$ cat src/hw/lrc_pkg.sv
package lrc_pkg;

   // ---------------------------------------------------------------
   // timing
   // ---------------------------------------------------------------
   localparam int unsigned CLK_PERIOD_NS  = 50;
   localparam int unsigned TICK_PERIOD_NS = 1_000_000_000;
   localparam int unsigned TICK_CYCLES    = TICK_PERIOD_NS / CLK_PERIOD_NS;

   // ---------------------------------------------------------------
   // register map and fields
   // ---------------------------------------------------------------
   localparam logic [7:0]  OFS_CTRL    = 8'h00;
   localparam logic [7:0]  OFS_LOWER   = 8'h04;
   localparam logic [7:0]  OFS_UPPER   = 8'h08;
   localparam logic [7:0]  OFS_TIME_LO = 8'h0C;
   localparam logic [7:0]  OFS_TIME_UP = 8'h10;
   localparam logic [7:0]  OFS_PURGE   = 8'h14;
   localparam logic [7:0]  OFS_POST    = 8'h18;
   localparam logic [7:0]  OFS_PAUSE   = 8'h1C;
   localparam logic [7:0]  OFS_STATUS  = 8'h20;
   localparam int          POS_MODE    = 0;
   localparam int          POS_FUNC    = 2;
   localparam int          POS_CNT     = 6;
   localparam int          POS_UNATT   = 10;
   localparam int          POS_TRIG    = 11;
   localparam int          POS_SEC     = 0;
   localparam int          POS_MIN     = 8;
   localparam logic [31:0] RST_CTRL    = 32'h0000_0140;
   localparam logic [31:0] RST_ZERO    = 32'h0000_0000;
   localparam logic [31:0] RST_PAUSE   = 32'h0000_000A;
   localparam logic [6:0]  MMSS_MAX    = 7'h63;

   // ---------------------------------------------------------------
   // indicator estimate
   // ---------------------------------------------------------------
   localparam int unsigned HORIZON_H    = 72;
   localparam int unsigned HORIZON_S    = HORIZON_H * 3600;
   localparam logic [6:0]  FILL_MIN_PCT = 7'h0A;
   localparam int          AVG_DEPTH    = 10;
   localparam logic [15:0] DOSE_BASE_UL = 16'h005A;
   localparam int          DOSE_SHIFT   = 4;
   localparam logic [15:0] ANALYSIS_S   = 16'h0078;

   typedef enum logic [1:0] {LRC_MD_SINGLE = 2'h0, LRC_MD_TWO = 2'h1,
                             LRC_MD_RANGE = 2'h2} lrc_mode_t;
   typedef enum logic [1:0] {LRC_FN_DURATION = 2'h0, LRC_FN_IMPULSE = 2'h1,
                             LRC_FN_INTERVAL = 2'h2} lrc_func_t;
   typedef enum logic [1:0] {LRC_TR_TIME = 2'h0, LRC_TR_VOL = 2'h1,
                             LRC_TR_VOLTIME = 2'h2} lrc_trig_t;
   typedef enum logic [3:0] {LRC_ST_IDLE = 4'h1, LRC_ST_ON = 4'h2,
                             LRC_ST_OFF = 4'h4, LRC_ST_SPENT = 4'h8} lrc_rly_st_t;
   typedef enum logic [1:0] {LRC_PG_IDLE = 2'h1, LRC_PG_RUN = 2'h2} lrc_pg_st_t;

endpackage

$ cat src/hw/lrc_relay_if.sv
`timescale 1ns/1ps
`default_nettype none
interface lrc_relay_if;
   logic        meas;
   logic        set_cond;
   logic        clr_cond;
   logic        tick;
   logic [1:0]  func;
   logic [1:0]  count;
   logic [12:0] time_s;
   logic        relay;
   logic        qualified;
   logic        repeat_req;
   modport ctrl (output meas, set_cond, clr_cond, tick, func, count, time_s,
                 input relay, qualified, repeat_req);
   modport chan (input meas, set_cond, clr_cond, tick, func, count, time_s,
                 output relay, qualified, repeat_req);
endinterface
`default_nettype wire

$ cat src/hw/lrc_relay.sv
`timescale 1ns/1ps
`default_nettype none
module lrc_relay (
   // clock and reset
   input wire logic clk,
   input wire logic sys_rst,
   // channel
   lrc_relay_if.chan bus
);
   import lrc_pkg::*;

   lrc_rly_st_t st_q, st_d;
   logic [1:0]  cnt_q;
   logic [12:0] tmr_q;
   logic        qual_q, rpt_q, relay_q;

   wire       hit    = bus.meas & bus.set_cond & ~bus.clr_cond;
   wire       drop   = bus.meas & bus.clr_cond;
   wire [1:0] need   = (bus.count == 2'h0) ? 2'h1 : bus.count;
   wire       last   = (cnt_q + 2'h1) >= need;
   wire       expire = (tmr_q == 13'h0000) | (bus.tick & (tmr_q == 13'h0001));
   wire       is_imp = bus.func == LRC_FN_IMPULSE;
   wire       is_int = bus.func == LRC_FN_INTERVAL;
   wire       load   = (st_d != st_q) & ((st_d == LRC_ST_ON) | (st_d == LRC_ST_OFF));

   always_comb begin
      st_d = st_q;
      case (st_q)
         LRC_ST_IDLE:  if (qual_q) st_d = LRC_ST_ON;
         LRC_ST_ON:    if (is_imp & expire) st_d = LRC_ST_SPENT;
                       else if (!is_imp & !qual_q) st_d = LRC_ST_IDLE;
                       else if (is_int & expire) st_d = LRC_ST_OFF;
         LRC_ST_OFF:   if (!qual_q) st_d = LRC_ST_IDLE;
                       else if (expire) st_d = LRC_ST_ON;
         LRC_ST_SPENT: if (!qual_q) st_d = LRC_ST_IDLE;
         default:      st_d = LRC_ST_IDLE;
      endcase
   end

   always_ff @(posedge clk or posedge sys_rst) begin
      if (sys_rst) begin
         st_q    <= LRC_ST_IDLE;
         tmr_q   <= 13'h0000;
         relay_q <= 1'b0;
      end else begin
         st_q    <= st_d;
         relay_q <= st_d == LRC_ST_ON;
         if (load) tmr_q <= bus.time_s;
         else if (bus.tick & (tmr_q != 13'h0000)) tmr_q <= tmr_q - 13'h0001;
      end
   end

   always_ff @(posedge clk or posedge sys_rst) begin
      if (sys_rst) begin
         cnt_q  <= 2'h0;
         qual_q <= 1'b0;
         rpt_q  <= 1'b0;
      end else begin
         rpt_q <= hit & ~last & ~qual_q;
         if (drop) begin
            cnt_q  <= 2'h0;
            qual_q <= 1'b0;
         end else if (hit & last) begin
            qual_q <= 1'b1;
         end else if (hit & ~qual_q) begin
            cnt_q  <= cnt_q + 2'h1;
         end
      end
   end

   assign bus.relay      = relay_q;
   assign bus.qualified  = qual_q;
   assign bus.repeat_req = rpt_q;
endmodule
`default_nettype wire

$ cat src/hw/lrc_top.sv
// Overview of operation
// - single mode: each relay switches when measurement exceeds its limit
// - two-point: upper relay on above upper, off below lower, else holds
// - two-point: lower relay acts as plain limit relay on lower value
// - range: lower relay below lower limit, upper relay above upper
// - each relay has its own switching function, mode is shared
// - relay time runs from 00:00 to 99 min 99 s
// - each relay counts one, two or three exceedances before switching
// - count defaults to one: switch on first exceedance, no delay
// - count two: first exceedance requests immediate repeat analysis
// - count three needs three in a row, re-arms below limit
// - duration: relay follows exceedance, drops on first good value
// - impulse: relay on for the set time, counted in seconds ticks, so up to one second short
// - no new impulse until a value falls below the limit
// - purge opens inlet and outlet valves for purge seconds, default zero
// - analysis interval always holds the whole purge time; the estimate period adds purge seconds only, not the post-exceed time
// - next purge after exceedance lengthened by post-exceed time
// - unattended mode estimates indicator cover for next 72 hours
// - shortage in unattended mode: low alarm, flashing symbol, alarm relay
// - unattended off: shortage only below ten percent fill
// - unattended mode refused unless trigger is purely time based
//
// Our own choices: the Avalon-MM register port and the address map.
`timescale 1ns/1ps
`default_nettype none
module lrc_top #(
   parameter int unsigned TICK_CYCLES = lrc_pkg::TICK_CYCLES
) (
   // clock and reset
   input  wire logic        clk,
   input  wire logic        sys_rst,
   // avalon-mm slave
   input  wire logic [7:0]  avs_address,
   input  wire logic        avs_read,
   input  wire logic        avs_write,
   input  wire logic [31:0] avs_writedata,
   output logic [31:0]      avs_readdata,
   output logic             avs_waitrequest,
   // measurement engine
   input  wire logic        meas_valid,
   input  wire logic [15:0] meas_value,
   input  wire logic        analysis_start,
   input  wire logic [15:0] fill_level_ul,
   input  wire logic [6:0]  fill_pct,
   output logic             purge_done,
   output logic             repeat_analysis,
   // process outputs
   output logic             lower_limit_relay,
   output logic             upper_limit_relay,
   output logic             inlet_valve,
   output logic             outlet_valve,
   output logic             alarm_relay,
   output logic             indicator_low,
   output logic             unattended_symbol
);
   import lrc_pkg::*;

   // ---------------------------------------------------------------
   // helpers
   // ---------------------------------------------------------------
   function automatic logic hit(input logic [7:0] a, input logic [7:0] o);
      hit = a == o;
   endfunction

   function automatic logic [6:0] lim99(input logic [6:0] v);
      lim99 = (v > MMSS_MAX) ? MMSS_MAX : v;
   endfunction

   function automatic logic [12:0] to_secs(input logic [31:0] r);
      to_secs = 13'(r[POS_MIN +: 7]) * 13'h003C + 13'(r[POS_SEC +: 7]);
   endfunction

   function automatic logic [31:0] mmss(input logic [31:0] w);
      mmss = RST_ZERO;
      mmss[POS_MIN +: 7] = lim99(w[POS_MIN +: 7]);
      mmss[POS_SEC +: 7] = lim99(w[POS_SEC +: 7]);
   endfunction

   // ---------------------------------------------------------------
   // register bus
   // ---------------------------------------------------------------
   logic [31:0] ctrl_q, lower_q, upper_q, tlo_q, tup_q;
   logic [31:0] purge_q, post_q, pause_q, rdata_q;
   logic        wait_q;
   logic [31:0] rd_mux, status;

   // one wait state: waitrequest drops for the single cycle that completes
   wire wr_en = avs_write & ~wait_q;
   wire rd_go = avs_read & wait_q;

   assign rd_mux =
      hit(avs_address, OFS_CTRL)    ? ctrl_q  :
      hit(avs_address, OFS_LOWER)   ? lower_q :
      hit(avs_address, OFS_UPPER)   ? upper_q :
      hit(avs_address, OFS_TIME_LO) ? tlo_q   :
      hit(avs_address, OFS_TIME_UP) ? tup_q   :
      hit(avs_address, OFS_PURGE)   ? purge_q :
      hit(avs_address, OFS_POST)    ? post_q  :
      hit(avs_address, OFS_PAUSE)   ? pause_q :
      hit(avs_address, OFS_STATUS)  ? status  : RST_ZERO;

   always_ff @(posedge clk or posedge sys_rst) begin
      if (sys_rst) begin
         wait_q  <= 1'b1;
         rdata_q <= RST_ZERO;
      end else begin
         wait_q <= ~((avs_read | avs_write) & wait_q);
         if (rd_go) rdata_q <= rd_mux;
      end
   end

   always_ff @(posedge clk or posedge sys_rst) begin
      if (sys_rst) begin
         ctrl_q  <= RST_CTRL;
         lower_q <= RST_ZERO;
         upper_q <= RST_ZERO;
         tlo_q   <= RST_ZERO;
         tup_q   <= RST_ZERO;
         purge_q <= RST_ZERO;
         post_q  <= RST_ZERO;
         pause_q <= RST_PAUSE;
      end else if (wr_en) begin
         if (hit(avs_address, OFS_CTRL)) ctrl_q <= {19'h00000, avs_writedata[12:0]};
         if (hit(avs_address, OFS_LOWER)) lower_q <= {16'h0000, avs_writedata[15:0]};
         if (hit(avs_address, OFS_UPPER)) upper_q <= {16'h0000, avs_writedata[15:0]};
         if (hit(avs_address, OFS_TIME_LO)) tlo_q <= mmss(avs_writedata);
         if (hit(avs_address, OFS_TIME_UP)) tup_q <= mmss(avs_writedata);
         if (hit(avs_address, OFS_POST)) post_q <= mmss(avs_writedata);
         if (hit(avs_address, OFS_PURGE)) purge_q <= {24'h000000, avs_writedata[7:0]};
         if (hit(avs_address, OFS_PAUSE)) pause_q <= {25'h0000000, lim99(avs_writedata[6:0])};
      end
   end

   assign avs_readdata    = rdata_q;
   assign avs_waitrequest = wait_q;

   // ---------------------------------------------------------------
   // seconds tick
   // ---------------------------------------------------------------
   logic [24:0] tick_cnt_q;
   logic        tick_q;

   always_ff @(posedge clk or posedge sys_rst) begin
      if (sys_rst) begin
         tick_cnt_q <= 25'h0000000;
         tick_q     <= 1'b0;
      end else begin
         tick_q <= tick_cnt_q == 25'(TICK_CYCLES - 1);
         if (tick_cnt_q == 25'(TICK_CYCLES - 1)) tick_cnt_q <= 25'h0000000;
         else tick_cnt_q <= tick_cnt_q + 25'h0000001;
      end
   end

   // ---------------------------------------------------------------
   // limit comparison per mode
   // ---------------------------------------------------------------
   wire [1:0]  mode   = ctrl_q[POS_MODE +: 2];
   wire        md_two = mode == LRC_MD_TWO;
   wire        md_rng = mode == LRC_MD_RANGE;
   wire        gt_lo  = meas_value > lower_q[15:0];
   wire        lt_lo  = meas_value < lower_q[15:0];
   wire        gt_up  = meas_value > upper_q[15:0];
   logic [1:0] set_c, clr_c;

   assign set_c[0] = md_rng ? lt_lo : gt_lo;
   assign clr_c[0] = ~set_c[0];
   assign set_c[1] = gt_up;
   assign clr_c[1] = md_two ? lt_lo : ~gt_up;

   // ---------------------------------------------------------------
   // relay channels
   // ---------------------------------------------------------------
   lrc_relay_if rif[2] ();
   logic [1:0]  qual, relay, rpt;
   logic [12:0] tsec [2];

   assign tsec[0] = to_secs(tlo_q);
   assign tsec[1] = to_secs(tup_q);

   generate
      for (genvar i = 0; i < 2; i++) begin : g_ch
         assign rif[i].meas     = meas_valid;
         assign rif[i].set_cond = set_c[i];
         assign rif[i].clr_cond = clr_c[i];
         assign rif[i].tick     = tick_q;
         assign rif[i].func     = ctrl_q[POS_FUNC + 2*i +: 2];
         assign rif[i].count    = ctrl_q[POS_CNT + 2*i +: 2];
         assign rif[i].time_s   = tsec[i];
         assign qual[i]         = rif[i].qualified;
         assign relay[i]        = rif[i].relay;
         assign rpt[i]          = rif[i].repeat_req;
         lrc_relay u_relay (
            .clk     (clk),
            .sys_rst (sys_rst),
            .bus     (rif[i])
         );
      end
   endgenerate

   assign lower_limit_relay = relay[0];
   assign upper_limit_relay = relay[1];

   // ---------------------------------------------------------------
   // measurement history for the indicator estimate
   // ---------------------------------------------------------------
   // the average reads low until ten values have been seen
   logic [15:0] hist_q [AVG_DEPTH];
   logic [3:0]  hptr_q;
   logic [19:0] sum_q;

   wire [19:0] avg20 = sum_q / 20'(AVG_DEPTH);

   always_ff @(posedge clk or posedge sys_rst) begin
      if (sys_rst) begin
         hptr_q <= 4'h0;
         sum_q  <= 20'h00000;
         for (int k = 0; k < AVG_DEPTH; k++) hist_q[k] <= 16'h0000;
      end else if (meas_valid) begin
         sum_q          <= sum_q + 20'(meas_value) - 20'(hist_q[hptr_q]);
         hist_q[hptr_q] <= meas_value;
         hptr_q         <= (hptr_q == 4'(AVG_DEPTH - 1)) ? 4'h0 : hptr_q + 4'h1;
      end
   end

   // ---------------------------------------------------------------
   // purge sequence
   // ---------------------------------------------------------------
   lrc_pg_st_t  pg_q, pg_d;
   logic [13:0] pg_tmr_q;
   logic        post_pend_q, valve_q, done_q, rpt_q;

   wire        exceed_evt = meas_valid & |(set_c & ~clr_c);
   wire [13:0] pg_len = 14'(purge_q[7:0]) + (post_pend_q ? 14'(to_secs(post_q)) : 14'h0000);
   wire        pg_end = (pg_tmr_q == 14'h0000) | (tick_q & (pg_tmr_q == 14'h0001));

   always_comb begin
      pg_d = pg_q;
      case (pg_q)
         LRC_PG_IDLE: if (analysis_start) pg_d = LRC_PG_RUN;
         LRC_PG_RUN:  if (pg_end) pg_d = LRC_PG_IDLE;
         default:     pg_d = LRC_PG_IDLE;
      endcase
   end

   always_ff @(posedge clk or posedge sys_rst) begin
      if (sys_rst) begin
         pg_q     <= LRC_PG_IDLE;
         pg_tmr_q <= 14'h0000;
         valve_q  <= 1'b0;
         done_q   <= 1'b0;
      end else begin
         pg_q    <= pg_d;
         valve_q <= pg_d == LRC_PG_RUN;
         done_q  <= (pg_q == LRC_PG_RUN) & pg_end;
         if ((pg_q == LRC_PG_IDLE) & analysis_start) pg_tmr_q <= pg_len;
         else if (tick_q & (pg_tmr_q != 14'h0000)) pg_tmr_q <= pg_tmr_q - 14'h0001;
      end
   end

   // extend next purge
   // a new exceedance in the start cycle wins over the clear
   wire pg_take = (pg_q == LRC_PG_IDLE) & analysis_start;
   always_ff @(posedge clk or posedge sys_rst) begin
      if (sys_rst) begin
         post_pend_q <= 1'b0;
         rpt_q       <= 1'b0;
      end else begin
         post_pend_q <= exceed_evt | (post_pend_q & ~pg_take);
         rpt_q       <= |rpt;
      end
   end

   assign inlet_valve     = valve_q;
   assign outlet_valve    = valve_q;
   assign purge_done      = done_q;
   assign repeat_analysis = rpt_q;

   // ---------------------------------------------------------------
   // indicator supervision
   // ---------------------------------------------------------------
   logic ind_low, alarm_q, sym_q;

   wire unatt_req    = ctrl_q[POS_UNATT];
   wire time_trig    = ctrl_q[POS_TRIG +: 2] == LRC_TR_TIME;
   wire unatt_on     = unatt_req & time_trig;
   wire unatt_refuse = unatt_req & ~time_trig;

   lrc_indicator u_ind (
      .clk           (clk),
      .sys_rst       (sys_rst),
      .unattended_on (unatt_on),
      .fill_level_ul (fill_level_ul),
      .fill_pct      (fill_pct),
      .avg_value     (avg20[15:0]),
      .purge_s       (purge_q[7:0]),
      .pause_min     (pause_q[6:0]),
      .low           (ind_low)
   );

   always_ff @(posedge clk or posedge sys_rst) begin
      if (sys_rst) begin
         alarm_q <= 1'b0;
         sym_q   <= 1'b0;
      end else begin
         alarm_q <= unatt_on & ind_low;
         if (!unatt_on) sym_q <= 1'b0;
         else if (!ind_low) sym_q <= 1'b1;
         else if (tick_q) sym_q <= ~sym_q;
      end
   end

   assign alarm_relay       = alarm_q;
   assign indicator_low     = ind_low;
   assign unattended_symbol = sym_q;

   assign status = {23'h000000, post_pend_q, valve_q, unatt_refuse, unatt_on,
                    ind_low, qual[1], qual[0], relay[1], relay[0]};
endmodule
`default_nettype wire

$ cat src/hw/lrc_indicator.sv
`timescale 1ns/1ps
`default_nettype none
module lrc_indicator (
   // clock and reset
   input  wire logic        clk,
   input  wire logic        sys_rst,
   // estimate inputs
   input  wire logic        unattended_on,
   input  wire logic [15:0] fill_level_ul,
   input  wire logic [6:0]  fill_pct,
   input  wire logic [15:0] avg_value,
   input  wire logic [7:0]  purge_s,
   input  wire logic [6:0]  pause_min,
   // result
   output logic             low
);
   import lrc_pkg::*;

   logic low_q;

   // dose grows with hardness since titration runs longer on high readings
   wire [15:0] dose   = DOSE_BASE_UL + (avg_value >> DOSE_SHIFT);
   wire [15:0] period = 16'(purge_s) + 16'(pause_min) * 16'h003C + ANALYSIS_S;
   wire [39:0] have   = 40'(fill_level_ul) * 40'(period);
   wire [39:0] need   = 40'(dose) * 40'(HORIZON_S);
   wire        short  = have < need;

   always_ff @(posedge clk or posedge sys_rst) begin
      if (sys_rst) low_q <= 1'b0;
      else low_q <= (fill_pct < FILL_MIN_PCT) | (unattended_on & short);
   end

   assign low = low_q;
endmodule
`default_nettype wire

$ cat config.mk
export PLATFORM = sky130hd
export DESIGN_NAME = lrc_top
export DESIGN_NICKNAME = d
export VERILOG_FILES = /design/src/hw/lrc_pkg.sv /design/src/hw/lrc_relay_if.sv /design/src/hw/lrc_relay.sv /design/src/hw/lrc_top.sv /design/src/hw/lrc_indicator.sv
export SDC_FILE = /design/constraint.sdc
export NUM_CORES = 2
export LEC_CHECK = 0
export BUFFER_PORTS_ARGS = -buffer_cell sky130_fd_sc_hd__buf_2
export CORE_MARGIN = 5
export CORE_UTILIZATION = 55
export DETAILED_ROUTE_END_ITERATION = 12
export MAX_ROUTING_LAYER = met4
export PLACE_DENSITY = 0.75
export SETUP_SLACK_MARGIN = 0.1
export SLEW_MARGIN = 20
export SYNTH_ARGS = -nofsm -noshare
export SYNTH_HDL_FRONTEND = slang
export SYNTH_SLANG_ARGS = --single-unit
$ cat constraint.sdc
create_clock -name clk -period 16.9 [get_ports clk]
set_clock_uncertainty 0.15 [all_clocks]
set_input_delay 0.845 -clock clk [delete_from_list [all_inputs] [get_ports clk]]
set_output_delay 0.845 -clock clk [all_outputs]
set_load 0.02 [all_outputs]
# Yosys cells after proc, flatten, opt, wreduce, memory -nomap -nowiden
# Cells that the tools add are included.
# Widths: inputs -> output; s select.
# word_totals
ff_bits	412
# classes
n_addsub	16
multipliers	6
n_div	1
order_cmp	11
n_eq_ne	39
n_mux	62
bitwise	62
n_reduce_logical	34
# ops
operator	count
$bwmux 160	1
$mux 16	6
$mux 13	5
$bmux 16 s4	1
$demux 16 s4	1
$mux 15	4
$mux 4	15
$mul 7x4->11 const B	4
$add 13x7->13	3
$and 1x1->1	39
$lt 32x34->1	1
$eq 8x5->1 const B	4
$gt 16x16->1	2
$mul 16x16->32	1
$pmux 4 s4	2
$add 8x13->14	2
$mux 14	2
$mul 16x11->27 const B	1
$eq 13x1->1 const B	2
$logic_not 13->1	2
$reduce_bool 13->1	2
$sub 13x1->13 const B	2
$add 25x1->25 const B	1
$eq 25x25->1 const B	1
other kinds (47)	127

# Depth between registers and ports, before layout
# logic_depth
word_depth	12
ltp_mapped	70

# Hierarchy
# A second synthesis with hierarchy kept.
# unflattened
hier_cells	4414
area_unflattened_um2	41120.7
# by_module_without_submodules
mod	n_inst	cells_each	area_per_inst_um2	seq_area_each_um2
lrc_top	1	2754	26133.8	8790.9
lrc_indicator	1	1362	12056.6	25.0
lrc_relay	2	149	1465.2	551.8

# Least setup slack after synthesis
# No wires, ideal clock.
# synth_timing
path_type	flip-flop to flip-flop
from	register sum_q[16]
to	register u_ind.low_q (netlist: u_ind.low)
arrival_ns	15.188
t_required_ns	16.662
path_slack_ns	1.473
path_stages_with_launch	65
n_path_buf	2
period_less_slack_ns	15.427
path_cell_list	dfrtp_1 > buf_2 > inv_2 > ha_1 > nor3b_2 > mux2_2 > a211oi_2 > a21oi_1 > a21o_4 > nor2_1 > mux2_4 > nor3_4 > nor3_4 > nor4_4 > xnor2_2 > a211oi_2 > or3_1 > o31a_1 > [29 not listed] > o21ai_0 > a21oi_1 > o21ai_0 > a21oi_1 > o21ai_0 > a21oi_1 > o21ai_0 > a21oi_1 > xnor2_1 > ha_1 > nor2b_1 > o21ai_0 > nand2b_1 > a211oi_1 > o21ai_0 > a21oi_1 > nor2_1 > a41oi_1
# synth_via
elab_chain_len	6
# synth_rtl
item	line_no	rtl
from (decl)	lrc_top.sv:209	logic [19:0] sum_q;
from (signal assigned)	lrc_top.sv:219	sum_q <= sum_q + 20'(meas_value) - 20'(hist_q[hptr_q]);
$div 20x4->20	lrc_top.sv:211	wire [19:0] avg20 = sum_q / 20'(AVG_DEPTH);
$add 7x12->13	lrc_indicator.sv:22	wire [15:0] dose = DOSE_BASE_UL + (avg_value >> DOSE_SHIFT);
$mul 16x11->27	lrc_indicator.sv:25	wire [39:0] need = 40'(dose) * 40'(HORIZON_S);
$lt 32x34->1	lrc_indicator.sv:26	wire short = have < need;
$and 1x1->1	lrc_indicator.sv:30	else low_q <= (fill_pct < FILL_MIN_PCT) | (unattended_on & short);
$or 1x1->1	lrc_indicator.sv:30	
to (signal assigned)	lrc_indicator.sv:30	
to (decl)	lrc_indicator.sv:19	logic low_q;
# No other way between the ends.
# A chain may end at the register's enable or synchronous reset.

# Worst setup path after layout
# Same ends and word-level chain as after synthesis.

==> flow_summary_export.csv <==
group,metric,value,unit
routing,routed_via_density,5.70,
sta,fmax,63.2,MHz
routing,drt_iter0_markers,1918,
clock_tree,cts_tree,"done",
yosys,synth_edf_count,0,
yosys,synth.distinct_cells,113,
clock_tree,root_buffer,"clkbuf_16",
clock_tree,cts.path.max_buffers,3,
routing,ant_nets,0,
global_route,grt_use_total,25.3,%
clock_tree,htreeDepth,2,
setup_path,crit_path_end_kind,"flip-flop",
floorplanning,die_w,274,um
sta,slew_headroom,29.9,%
sta,slew_violations,0,
yosys,syn_area,38400,um2
hold_path,hold_depth,2,
floorplanning,pin_count,127,
layout,n_fill_cell,5890,
layout,seq_area,9920,um2
setup_path,timing.rr.end,"u_ind.low$_DFF_PP0_",
placed_design,dp_hpwl,69.6,mm
yosys,ys_async_sr_fraction,100,%
clock_tree,cts_buffers,44,
routing,wl,91.2,mm
setup_path,slowest_delay,0.58,ns
setup_path,path_class,"reg2reg",
global_route,grt-ovfl-total,0,
placed_design,gp_congestion,0.909,
layout,fin_util,60.7,%
sta,setup_ws,1.08,ns
global_route,antenna_found_initial,6,
floorplanning,start_util,55.6,%
hold_path,hold_path_class,"in2reg",
sta,finalCriticalPeriod,15.82,ns
global_route,grt_max_degree,143,
layout,nNetsFinal,4946,
run_status,status,"completed",
clock_tree,clkSlewWorstSetupHoldPaths,0.07,ns
setup_path,critPathSlowestCell,"fa_1",
setup_path,worst_ep_arrival_time,16.09,ns
global_route,grt_pass1_wl,152,mm
sta,period_share,93.6,%
sta,holdWs,0.253,ns
layout,area_growth,9.07,%
routing,wl_per_cell,17.6,um
sta,tns,0,ns
sta,rsz0062_at_grt,"false",
yosys,synth-seq-cells,396,
global_route,grt_pass1_vias,29700,
placed_design,pre_cts_ws,0.402,ns
clock_tree,insertion_delay,0.60,ns
clock_tree,numClockSinks,396,
sta,worst_pin_slew,1.05,ns
layout,final_layout_size_suffix_gt1_share,12.5,%
floorplanning,die_h,274,um
yosys,synth_cells,4113,
floorplanning,fp.dieArea,75100,um2
placed_design,port_buffers,93,
setup_path,r2r_start,"sum_q[16]$_DFFE_PP0P_",
routing,drc,0,
setup_path,required,17.16,ns
setup_path,r2r_slack,1.08,ns
sta,setup_violations,0,
setup_path,worstRegToRegCells,66,
setup_path,cp-start-kind,"flip-flop",
yosys,yosys_most_used_dff,"dfrtp_1",
clock_tree,cts_hold_buf,0,
routing,vias,29500,
sta,hold_violations,0,
hold_path,min_to,"avs_waitrequest$_DFF_PP1_",
yosys,seq_area_frac_synth,25.9,%
yosys,avgSynthCellArea,9.33,um2
yosys,ys_warn_count,0,
hold_path,min_from,"avs_write",
run,drv_cap,0,
floorplanning,core_area,68900,um2
floorplanning,rows,96,
layout,multi_input_area,26100,um2
routing,dr.pass1.iters,7,
setup_path,cp_common_cell,"a21oi_1",
setup_path,crit_path_max_fanout,8,
## timing repair
| item | in CTS | in global routing |
|---|---|---|
| endpoints found under the setup margin | 0 | 1 |
| resized for setup | 0 | 41 |
| buffers inserted | 0 | 11 |
## worst max path at each step
stage	from	end	slack, ns	cells after the start
4_1_cts	sum_q[16]$_DFFE_PP0P_	u_ind.low$_DFF_PP0_	0.31	61
6_report	sum_q[16]$_DFFE_PP0P_	u_ind.low$_DFF_PP0_	1.08	66
5_1_grt	sum_q[16]$_DFFE_PP0P_	u_ind.low$_DFF_PP0_	0.008	65
3_3_place_gp	sum_q[16]$_DFFE_PP0P_	u_ind.low$_DFF_PP0_	0.55	61
2_1_floorplan	sum_q[16]$_DFFE_PP0P_	u_ind.low$_DFF_PP0_	1.47	64
3_5_place_dp	sum_q[16]$_DFFE_PP0P_	u_ind.low$_DFF_PP0_	0.40	61
## sequential cells by signal (all words and copies together) (netlist names), 16 cells and up
| register | cells |
|---|---|
| hist_q | 160 |
| g_ch.u_relay.tmr_q | 26 |
| tick_cnt_q | 25 |
| sum_q | 20 |
| avs_readdata | 16 |
| lower_q | 16 |
| upper_q | 16 |
## cell type report
type / count / share of cell area (%)
sequential: 396 / 23.7
inverter: 554 / 4.99
clock inverter: 21 / 0.649
multi-input combinational: 3037 / 62.4
clock buffer: 58 / 2.97
antenna: 6 / 0.0359
timing repair buffer: 169 / 2.48
tap: 931 / 2.78
## worst max-delay path, delay by kind of cell (launching register included)
family | cells | cell delay [ns]
adders and majority gates | 9 | 3.79
DFF | 1 | 0.51
and+or+nand+nor | 13 | 2.81
AOI/OAI and AO/OA | 32 | 6.75
muxes | 1 | 0.34
buffers and inverters | 9 | 0.96
xor gates and xnor gates | 2 | 0.33
## through the flow
step	cell area, um2	instances
after CTS	41500	5155
after floorplan	38500	4145
after global placement	40000	5076
after global routing	41800	5172
after detailed placement	40000	5076
final	41800	5172
## cells by family after synthesis
group / count (synthesis) / synth area share (%)
and+or+nand+nor: 1110 / 14.2
AOI/OAI and AO/OA: 816 / 13.6
buffers and inverters: 712 / 7.20
adders and majority gates: 662 / 27.3
DFF: 396 / 25.9
muxes: 210 / 7.00
xor gates and xnor gates: 206 / 4.83
other: 1 / 0.00977
## synth_stat cells, drive strengths merged, types with 7 or more instances
cell type | n | area [um2]
or2 | 13 | 81.3
dfrtp | 388 | 9710
a2111oi | 9 | 104
xnor2 | 134 | 1220
nor3b | 8 | 70.1
or4 | 11 | 82.6
xor2 | 72 | 631
nor2 | 172 | 653
clkbuf | 119 | 447
o211ai | 18 | 145
nor4 | 35 | 270
nor3 | 79 | 428
and2 | 86 | 538
buf | 39 | 236
mux4 | 32 | 721
a22oi | 27 | 203
a221oi | 14 | 129
o21bai | 37 | 278
nor2b | 60 | 375
nand4 | 24 | 156
fa | 294 | 5890
nand2 | 435 | 1630
dfstp | 8 | 210
o22ai | 19 | 119
nand2b | 58 | 363
and3 | 23 | 149
o21a | 34 | 255
o31ai | 14 | 138
ha | 365 | 4570
a21o | 50 | 392
o21ai | 315 | 1580
mux2 | 139 | 1570
a211oi | 11 | 103
nand3 | 68 | 345
mux2i | 39 | 394
o31a | 7 | 61.3
a21oi | 164 | 825
a31oi | 17 | 113
inv | 551 | 2070
or3 | 18 | 113
## placed cells by master (no fill, tap or decap), drive strengths merged, types with 19 or more instances in the layout
cell type / instances
nand2: 435
a22oi: 27
mux2: 139
conb: 33
o22ai: 19
dfrtp: 388
and2: 86
nand4: 24
xor2: 72
ha: 365
nor2b: 60
mux4: 32
and3: 23
nand2b: 58
nor3: 79
o21bai: 37
inv: 554
mux2i: 39
a21o: 50
nand3: 68
clkbuf: 58
nor4: 35
o21ai: 315
fa: 294
o21a: 34
nor2: 172
buf: 169
xnor2: 134
a21oi: 164
## per-layer routing
metal,wire [um],share of wire (%),track usage (%),vias up
met5,0,0,-,-
met4,3150,3.5,7.83,0
met3,4800,5.3,3.41,191
met2,43200,47,40.8,750
met1,40000,44,33.6,14500
li1,-,-,-,14100
Power is not shown: default switching activity piles up to over one toggle a cycle in this logic, so the estimate is an artifact.
